**src/oob_defines.vh**
```
// Purpose: Shared constants for the out-of-band symbol and frame link
// Assumes: 20 MHz system clock
// Notes:   Times in ns, cycle counts derived from the clock period
`ifndef OOB_DEFINES_VH
`define OOB_DEFINES_VH
`define OOB_CLK_PERIOD_NS      50
`define OOB_TX_DELAY_MAX_NS    180
`define OOB_TX_DELAY_CYC       ((`OOB_TX_DELAY_MAX_NS / `OOB_CLK_PERIOD_NS) < 1 ? 1 : \
                                (`OOB_TX_DELAY_MAX_NS / `OOB_CLK_PERIOD_NS))
`define OOB_LEN_W              16
`define OOB_BYTE_W             8
`define OOB_MODE_LEGACY        1'b0
`define OOB_MODE_GATEWAY       1'b1
`define OOB_MAX_FRAME_DEF      16'h05ee
`endif

```
**src/oob_sync.v**
```verilog
// Purpose: Two-flop synchroniser with edge detection on the second stage output
// Assumes: Input is asynchronous to mclk
// Notes:   The first flop feeds only the second flop
`timescale 1ns/1ps
module oob_sync (
    input  wire mclk,
    input  wire rst,
    input  wire din,
    output reg  dout,
    output wire rise
);
    reg meta;
    reg last;
    always @(posedge mclk or posedge rst) begin
        if (rst) begin
            meta <= 1'b0;
            dout <= 1'b0;
            last <= 1'b0;
        end else begin
            meta <= din;
            dout <= meta;
            last <= dout;
        end
    end
    assign rise = dout & ~last;
endmodule

```
**src/oob_buf2.v**
```verilog
// Purpose: Two-entry valid/ready buffer
// Assumes: Single clock
// Notes:   Full and empty are exact; ready drops only when both entries hold data
`timescale 1ns/1ps
module oob_buf2 #(
    parameter W = 8
) (
    input  wire         mclk,
    input  wire         rst,
    input  wire [W-1:0] in_data,
    input  wire         in_valid,
    output wire         in_ready,
    output wire [W-1:0] out_data,
    output wire         out_valid,
    input  wire         out_ready
);
    reg [W-1:0] mem [0:1];
    reg         wp;
    reg         rp;
    reg [1:0]   cnt;
    wire        wr = in_valid & in_ready;
    wire        rd = out_valid & out_ready;
    assign in_ready  = (cnt != 2'd2);
    assign out_valid = (cnt != 2'd0);
    assign out_data  = mem[rp];
    always @(posedge mclk or posedge rst) begin
        if (rst) begin
            wp     <= 1'b0;
            rp     <= 1'b0;
            cnt    <= 2'd0;
            mem[0] <= {W{1'b0}};
            mem[1] <= {W{1'b0}};
        end else begin
            if (wr) begin
                mem[wp] <= in_data;
                wp      <= ~wp;
            end
            if (rd)
                rp <= ~rp;
            if (wr & ~rd)
                cnt <= cnt + 2'd1;
            else if (rd & ~wr)
                cnt <= cnt - 2'd1;
        end
    end
endmodule

```
**src/oob_link.v**
```verilog
// Purpose: Device end of the out-of-band link: serial downstream, I/Q upstream, gateway frames
// Assumes: Link clocks come from the host and are sampled by mclk (max 3.088 MHz)
// Notes:   Link and MAC layers above this block are outside; it supplies bytes and symbols
`timescale 1ns/1ps
`include "oob_defines.vh"
module oob_link #(
    parameter MAX_FRAME = `OOB_MAX_FRAME_DEF
) (
    input  wire        mclk,
    input  wire        rst,
    input  wire        gateway_mode,
    input  wire        rx_serial_data,
    input  wire        rx_gapped_clock,
    output wire [7:0]  rx_byte,
    output wire        rx_byte_valid,
    input  wire        rx_byte_ready,
    output reg         rx_frame_start,
    output reg         rx_frame_drop,
    output wire        rx_overrun,
    input  wire        tx_symbol_clock,
    input  wire [1:0]  tx_sym,
    input  wire        tx_sym_valid,
    output wire        tx_sym_ready,
    input  wire        tx_burst_end,
    output reg         tx_inphase_bit,
    output reg         tx_quadrature_bit,
    output reg         tx_enable_out,
    output wire        ext_channel_sel
);
    // Downstream clock and data pass two flops each; data gets no extra delay and is sampled on the synchronised clock rise
    wire       rxc_s;
    wire       rxc_rise;
    wire       rxd_s;
    wire       txc_s;
    wire       txc_rise;
    oob_sync u_rxc (
        .mclk (mclk),
        .rst  (rst),
        .din  (rx_gapped_clock),
        .dout (rxc_s),
        .rise (rxc_rise)
    );
    oob_sync u_rxd (
        .mclk (mclk),
        .rst  (rst),
        .din  (rx_serial_data),
        .dout (rxd_s),
        .rise ()
    );
    oob_sync u_txc (
        .mclk (mclk),
        .rst  (rst),
        .din  (tx_symbol_clock),
        .dout (txc_s),
        .rise (txc_rise)
    );

    // Bit assembly: only clock edges shift, so gaps cost nothing
    reg  [7:0] shreg;
    reg  [2:0] bitcnt;
    reg        byte_stb;
    reg  [7:0] byte_val;
    always @(posedge mclk or posedge rst) begin
        if (rst) begin
            shreg    <= 8'h00;
            bitcnt   <= 3'd0;
            byte_stb <= 1'b0;
            byte_val <= 8'h00;
        end else begin
            byte_stb <= 1'b0;
            if (rxc_rise) begin
                shreg  <= {shreg[6:0], rxd_s};
                bitcnt <= bitcnt + 3'd1;
                if (bitcnt == 3'd7) begin
                    byte_stb <= 1'b1;
                    byte_val <= {shreg[6:0], rxd_s};
                end
            end
        end
    end

    // Gateway framing: length high, length low, payload; no CRC anywhere
    localparam [3:0] ST_LEN_HI = 4'b0001;
    localparam [3:0] ST_LEN_LO = 4'b0010;
    localparam [3:0] ST_DATA   = 4'b0100;
    localparam [3:0] ST_SKIP   = 4'b1000;
    reg  [3:0]  state;
    reg  [3:0]  next_state;
    reg  [15:0] len;
    reg  [15:0] remain;
    reg         ovr;
    wire        buf_in_ready;
    reg         push;
    always @* begin
        next_state = state;
        push       = 1'b0;
        case (state)
            ST_LEN_HI: begin
                if (byte_stb)
                    next_state = ST_LEN_LO;
            end
            ST_LEN_LO: begin
                if (byte_stb) begin
                    if ({len[15:8], byte_val} == 16'h0000 ||
                        {len[15:8], byte_val} > MAX_FRAME)
                        next_state = ST_LEN_HI;
                    else
                        next_state = ST_DATA;
                end
            end
            ST_DATA: begin
                if (byte_stb) begin
                    push = buf_in_ready;
                    if (!buf_in_ready)
                        next_state = (remain == 16'd1) ? ST_LEN_HI : ST_SKIP;
                    else if (remain == 16'd1)
                        next_state = ST_LEN_HI;
                end
            end
            ST_SKIP: begin
                if (byte_stb && remain == 16'd1)
                    next_state = ST_LEN_HI;
            end
            default: next_state = ST_LEN_HI;
        endcase
        if (!gateway_mode) begin
            next_state = ST_LEN_HI;
            push       = byte_stb & buf_in_ready;
        end
    end

    always @(posedge mclk or posedge rst) begin
        if (rst) begin
            state          <= ST_LEN_HI;
            len            <= 16'h0000;
            remain         <= 16'h0000;
            rx_frame_start <= 1'b0;
            rx_frame_drop  <= 1'b0;
            ovr            <= 1'b0;
        end else begin
            state          <= next_state;
            rx_frame_start <= 1'b0;
            rx_frame_drop  <= 1'b0;
            ovr            <= byte_stb & ~buf_in_ready & ~gateway_mode;
            if (gateway_mode && byte_stb) begin
                case (state)
                    ST_LEN_HI: len[15:8] <= byte_val;
                    ST_LEN_LO: begin
                        len[7:0] <= byte_val;
                        remain   <= {len[15:8], byte_val};
                        if (next_state == ST_DATA)
                            rx_frame_start <= 1'b1;
                        else
                            rx_frame_drop <= 1'b1;
                    end
                    ST_DATA: begin
                        remain <= remain - 16'd1;
                        if (!buf_in_ready)
                            rx_frame_drop <= 1'b1;
                    end
                    ST_SKIP: remain <= remain - 16'd1;
                    default: remain <= remain;
                endcase
            end
        end
    end
    assign rx_overrun = ovr;

    oob_buf2 #(
        .W (`OOB_BYTE_W)
    ) u_buf (
        .mclk      (mclk),
        .rst       (rst),
        .in_data   (byte_val),
        .in_valid  (push),
        .in_ready  (buf_in_ready),
        .out_data  (rx_byte),
        .out_valid (rx_byte_valid),
        .out_ready (rx_byte_ready)
    );

    // Upstream: one symbol per symbol-clock rising edge, differentially encoded
    reg [1:0] phase;
    reg       sym_take;
    wire [1:0] next_phase = phase + tx_sym;
    assign tx_sym_ready = txc_rise & ~gateway_mode;
    always @(posedge mclk or posedge rst) begin
        if (rst) begin
            phase             <= 2'b00;
            tx_inphase_bit    <= 1'b0;
            tx_quadrature_bit <= 1'b0;
            tx_enable_out     <= 1'b0;
            sym_take          <= 1'b0;
        end else begin
            sym_take <= 1'b0;
            if (gateway_mode) begin
                tx_enable_out <= 1'b0;
                phase         <= 2'b00;
            end else if (txc_rise) begin
                if (tx_sym_valid) begin
                    phase             <= next_phase;
                    tx_inphase_bit    <= next_phase[1] ^ next_phase[0];
                    tx_quadrature_bit <= next_phase[1];
                    tx_enable_out     <= 1'b1;
                    sym_take          <= 1'b1;
                end else begin
                    tx_enable_out <= 1'b0;
                    if (tx_burst_end)
                        phase <= 2'b00;
                end
            end
        end
    end
    // Gateway upstream uses the extended channel elsewhere
    assign ext_channel_sel = gateway_mode;
endmodule

```
**config.mk**
```make
export PLATFORM = sky130hd
export DESIGN_NAME = oob_link
export DESIGN_NICKNAME = d
export VERILOG_FILES = /design/src/oob_sync.v /design/src/oob_buf2.v /design/src/oob_link.v
export VERILOG_INCLUDE_DIRS = /design/src /design/src/src
export SDC_FILE = /design/constraint.sdc
export NUM_CORES = 1
export LEC_CHECK = 0
export BUFFER_PORTS_ARGS = -buffer_cell sky130_fd_sc_hd__buf_4
export CAP_MARGIN = 25
export CORE_ASPECT_RATIO = 1.2
export CORE_MARGIN = 2
export CORE_UTILIZATION = 39
export CTS_CLUSTER_DIAMETER = 150
export DETAILED_ROUTE_END_ITERATION = 7
export PLACE_DENSITY = 0.66
export SYNTH_ARGS = -nofsm -noshare
export SYNTH_HDL_FRONTEND = slang
export SYNTH_SLANG_ARGS = --single-unit
```
**constraint.sdc**
```tcl
create_clock -name mclk -period 2.6 [get_ports mclk]
set_clock_uncertainty 0.1 [all_clocks]
set_input_delay 0.39 -clock mclk [delete_from_list [all_inputs] [get_ports mclk]]
set_output_delay 0.39 -clock mclk [all_outputs]
set_load 0.01 [all_outputs]
```
==> Word level (Yosys, flattened, before mapping) <==
Cells that the tools add are included.
{ "classes": {"addsub": 5, "n_bitwise": 21, "order_cmp": 4, "n_mux": 38, "eq_ne": 8, "n_reduce_logical": 16} }
{ "op_table": {"columns": ["cell", "count"], "rows": [
  ["4-bit 2-to-1 mux", 8],
  ["8-bit 2-to-1 mux", 4],
  ["16-bit one-hot mux with 2 select lines", 1],
  ["16-bit bitwise mux", 1],
  ["16-bit by 1-bit == test with 1-bit output (second input constant)", 1],
  ["16-bit by 11-bit greater-than comparator with 1-bit output (second input constant)", 1],
  ["16-bit zero test", 1],
  ["4-bit one-hot mux with 4 select lines", 1],
  ["16-bit by 1-bit subtractor with 16-bit output (second input constant)", 1],
  ["1-bit 2-to-1 mux", 14],
  ["2-bit 2-to-1 mux", 6],
  ["1-bit bitwise AND", 10],
  ["8-bit demux with 1-bit select", 1],
  ["4-bit by 3-bit == test with 1-bit output (second input constant)", 2],
  ["1-bit NOT", 8],
  ["2-bit AND reduction", 4],
  ["2-bit nonzero test", 4],
  ["4-bit by 1-bit == test with 1-bit output (second input constant)", 1],
  ["4-bit by 2-bit == test with 1-bit output (second input constant)", 1],
  ["4-bit == test (second input constant)", 1],
  ["2-bit greater-or-equal comparator (second input constant)", 2],
  ["1-bit NOT with 2-bit output", 2],
  ["3-bit by 1-bit adder with 3-bit output (second input constant)", 1],
  ["3-bit == test (second input constant)", 1],
  ["other kinds (13)", 15]
]} }
{ "word_totals": {"wordCells": 119, "register_bits": 83, "input_bits": 11, "out_inout_bits": 17} }

==> Depth between registers and ports, before layout <==
{ "logic_depth": {"word_depth": 10, "mapped_depth": 7, "ltp_nobuf": 6} }

==> Cells and area by module <==
A second synthesis with hierarchy kept.
{ "hier_totals": {"cells_unflattened": 342, "hier_area_um2": 4075.2} }
{ "by_module_without_submodules": {"columns": ["module", "seq_area_each_um2", "instances", "cells_per_inst", "area_per_inst_um2"], "rows": [
  ["oob_link", 1377.6, 1, 267, 2862.7],
  ["oob_buf2", 500.5, 1, 60, 934.6],
  ["oob_sync", 75.1, 3, 5, 92.6]
]} }

==> Worst setup path after synthesis <==
Ideal clock, no wire load.
{ "synth_timing": {"kind": "register -> register", "startpoint": "reg state[1]", "endpoint": "reg u_buf.mem[10] (netlist name)", "period_less_slack_ps": 2109, "slack_ps": 491, "setup_ps": 125, "n_path_buf": 1, "required_ps": 2375, "arrival_ps": 1885, "stages_incl_launch_ff": 6, "path_cell_list": "dfrtp_1 > or4b_4 > a211oi_4 > and2b_1 > buf_6 > mux2_2"} }
{ "synth_via": {"elab_chain_cells": 4} }
{ "synth_rtl": {"columns": ["item", "line_no", "rtl"], "rows": [
  ["start: declaration", "oob_link.v:87", "reg [3:0] state;"],
  ["start signal: assignment", "oob_link.v:141", "state <= next_state;"],
  ["4-bit by 3-bit == test with 1-bit output", "oob_link.v:97", "case (state)"],
  ["1-bit 2-to-1 mux", "oob_link.v:97", null],
  ["1-bit 2-to-1 mux", "oob_link.v:126", "if (!gateway_mode) begin"],
  ["1-bit bitwise AND", "oob_buf2.v:21", "wire wr = in_valid & in_ready;"],
  ["net u_buf.wr", "oob_buf2.v:21", null],
  ["end signal: indexed assignment", "oob_buf2.v:35", "mem[wp] <= in_data;"],
  ["end: declaration", "oob_buf2.v:17", "reg [W-1:0] mem [0:1];"]
]} }
The timed path passes the listed nets, and every way through them passes these cells.
A chain may end at the register's enable or synchronous reset.

==> Worst setup path in the final report <==
{ "layout_timing": {"startpoint": "reg state[1]", "endpoint": "reg u_buf.mem[15] (netlist name)"} }
Same word-level chain as after synthesis.

==> flow_summary_export.csv <==
group,metric,value,unit
setup_path,cp.arrival,2.45,ns
synth,synth.avg_cell_area,11.1,um^2
layout,fillers,895,
sta,fmax,0.427,GHz
setup_path,critPathMaxFanout,8,
sta,rsz0062_at_grt,"false",
power,peakVddDrop,488,uV
global_routing,grt_usage,0.167,
placed_design,portBuffers,27,
setup_path,cp-end-kind,"register",
outcome,run_status,"completed",
die,rows,40,
clocking,clk_pin_slew,0.06,ns
clocking,postCtsSetupRepairBufs,0,
setup_path,r2r_end,"u_buf.mem[15]$_DFFE_PP0P_",
layout,nNetsFinal,408,
clocking,clk_latency,0.33,ns
synth,ys_ff_latch,83,
die,core,9960,um^2
setup_path,crit_type,"reg2reg",
sta,setup_ws,0.259,ns
die,dieArea,11000,um^2
layout,drive_above_1_share,0.263,
min_path,hold_path_class,"in2async",
drt,routed_via_density,5.64,
placed_design,routabilityCongestion,0.862,
placed_design,dpl.hpwl,5.86,mm
global_routing,grt_overflow,0,
power,cellLeakagePower,2.16,nW
setup_path,crit_slowest_cell,"or4b_4",
setup_path,cp.required,2.71,ns
power,powerDensity,725,nW/um^2
die,die_w,96.1,um
layout,final_common_cell,"dfrtp_1",
layout,antenna_cells,0,
sta,hold_violations,0,
synth,ys.flop_type,"dfrtp_1",
synth,synth-async-reset-ratio,1.00,
synth,seq_area_frac_synth,0.524,
clocking,cts_inserted_buffers,9,
clocking,htree_levels,3,
global_routing,grt_pass1_wl,14.4,mm
synth,yosysUniqueCellTypes,57,
layout,fin_util,0.465,
synth,netlist.area_leader.share,0.517,
placed_design,place_area,4350,um^2
synth,synth.area.top_cells,"dfrtp_1, mux2_2, nand2_1",
global_routing,antenna_found_initial,0,
setup_path,crit_start,"state[1]$_DFF_PP0_",
setup_path,crit_path_end,"u_buf.mem[15]$_DFFE_PP0P_",
setup_path,start_kind,"register",
clocking,clock-root-buffer,"clkbuf_16",
placed_design,pre_cts_slack,0.285,ns
sta,worst_slew_pin_slew,0.609,ns
drt,routedWlPerCell,16.2,um
synth,syn-instance-count,358,
global_routing,grt_pass1_vias,2970,
die,start_util,0.398,
drt,drtPass1Iterations,5,
setup_path,ff2ff_setup_slack,0.26,ns
setup_path,worstRegToRegCells,4,
setup_path,cpPeakStageDelay,0.58,ns
sta,post-route-min-period,2.34,ns
setup_path,r2r_start,"state[1]$_DFF_PP0_",
drt,final_antenna_net_count,0,
global_routing,grt_max_degree,44,
clocking,clockBufferDepth,2,
synth,synth_top_area_cell,"dfrtp_1",
drt,drt_wl_total,8.46,mm
flow_run,max-cap-violations,0,
synth,netlist_area,3970,um^2
clocking,cts_sinks,83,
synth,yosys_warnings,0,
drt,drt_iter0_drc,282,
sta,setup_tns,0,ns
layout,area_growth_syn_to_layout,16.7,%
clocking,cts.hold.buffers_added,0,
sta,slew_headroom,0.593,
drt,drc,0,
synth,synth_edf_count,0,
die,boundaryPins,28,
synth,synth_nets,375,
sta,final-setup-viol-count,0,
sta,fin_crit_sh,0.900,
setup_path,crit_chain,"or4b_4 -> a211oi_4 -> and2b_1 -> mux2_2",
clocking,cts_resized,0,
die,die_h,114,um
layout,fin_area,4630,um^2
layout,layout_common_cells,"dfrtp_1, mux2_2, nand2_1",
sta,slew_violations,0,
clocking,cts_tree,"yes",
drt,dr_total_vias,2939,
[worst max-delay path, delay by kind of cell, from the launching register on]
| family | cells | cell delay, ns |
|---|---|---|
| compound gates | 1 | 0.34 |
| flops | 1 | 0.45 |
| mux | 1 | 0.38 |
| simple gates | 2 | 0.96 |
[report_power, final]
part           switching (mW)  internal (mW)
Sequential              0.219           1.44
Combinational           0.200          0.262
Clock                   0.495          0.735
Total                   0.915           2.44
[registers in the layout, indices dropped and copies added (netlist names), 2 cells and up]
| signal | cells |
|---|---|
| phase | 2 |
| u_buf.cnt | 2 |
| remain | 16 |
| byte_val | 8 |
| shreg | 7 |
| len | 8 |
| bitcnt | 3 |
| state | 4 |
| u_buf.mem | 16 |
[layer usage]
layer	GRT usage	vias up	share of wire
li1	-	1374	-
met1	0.217	1469	0.44
met2	0.274	80	0.50
met3	0.0329	16	0.038
met4	0.0629	0	0.018
met5	0	-	0
[final cells by class]
type | count | area (um^2) | area share
Inverter | 9 | 37.5 | 0.00810
Tap cell | 126 | 158 | 0.0340
Multi-Input combinational cell | 250 | 1780 | 0.384
Clock inverter | 5 | 55.1 | 0.0119
Timing Repair Buffer | 38 | 298 | 0.0643
Sequential cell | 83 | 2080 | 0.449
Clock buffer | 10 | 229 | 0.0494
[metrics by stage]
stage | cells | hold slack, ns | total power [mW]
after global routing | 521 | 0.0524 | 3.53
after CTS | 521 | 0.0453 | 3.39
after global placement | 506 | 0.235 | 2.13
after detailed placement | 506 | 0.240 | 2.15
after floorplan | 358 | 0.231 | 1.96
final | 521 | 0.0363 | 3.36
[how the worst min path moves through the flow]
stage	startpoint	end	slack, ns
5_1_grt	tx_symbol_clock	u_txc.meta$_DFF_PP0_	0.05
4_1_cts	rst	u_buf.cnt[0]$_DFFE_PP0P_	0.05
3_3_place_gp	u_txc.meta$_DFF_PP0_	u_txc.dout$_DFF_PP0_	0.23
3_5_place_dp	u_rxd.meta$_DFF_PP0_	u_rxd.dout$_DFF_PP0_	0.24
2_1_floorplan	u_rxc.meta$_DFF_PP0_	u_rxc.dout$_DFF_PP0_	0.23
6_report	rst	u_buf.mem[0]$_DFFE_PP0P_	0.04
[logic make-up (layout without fill, tap and decap cells)]
logic type | Yosys count | count (layout) | share of synthesized area
xor gates and xnor gates | 11 | 11 | 0.0243
adders and majority gates | 6 | 6 | 0.0189
AOI/OAI and AO/OA | 69 | 69 | 0.122
buffers and inverters | 25 | 62 | 0.0284
muxes | 44 | 44 | 0.124
and+or+nand+nor | 120 | 120 | 0.158
DFF | 83 | 83 | 0.524
[Yosys cell counts (2+ instances only)]
cell type / count
buf_2: 3
ha_1: 6
a21oi_1: 17
o22a_1: 7
or4_1: 2
o211ai_1: 3
nor2_1: 14
nor3_1: 6
inv_1: 9
xor2_1: 7
o21ai_0: 13
mux2i_1: 2
and2_1: 2
xnor2_1: 4
nor2b_1: 7
nor4_2: 2
a41oi_1: 3
buf_4: 2
o22ai_1: 4
a2bb2oi_1: 4
mux2_2: 42
nor3b_1: 2
nand4_1: 8
dfrtp_1: 82
nand2b_1: 3
nand3_1: 15
nor4_1: 5
a22oi_1: 3
clkbuf_1: 10
nand2_1: 41
nand3b_1: 4
Power figures use the tool's default switching activity.
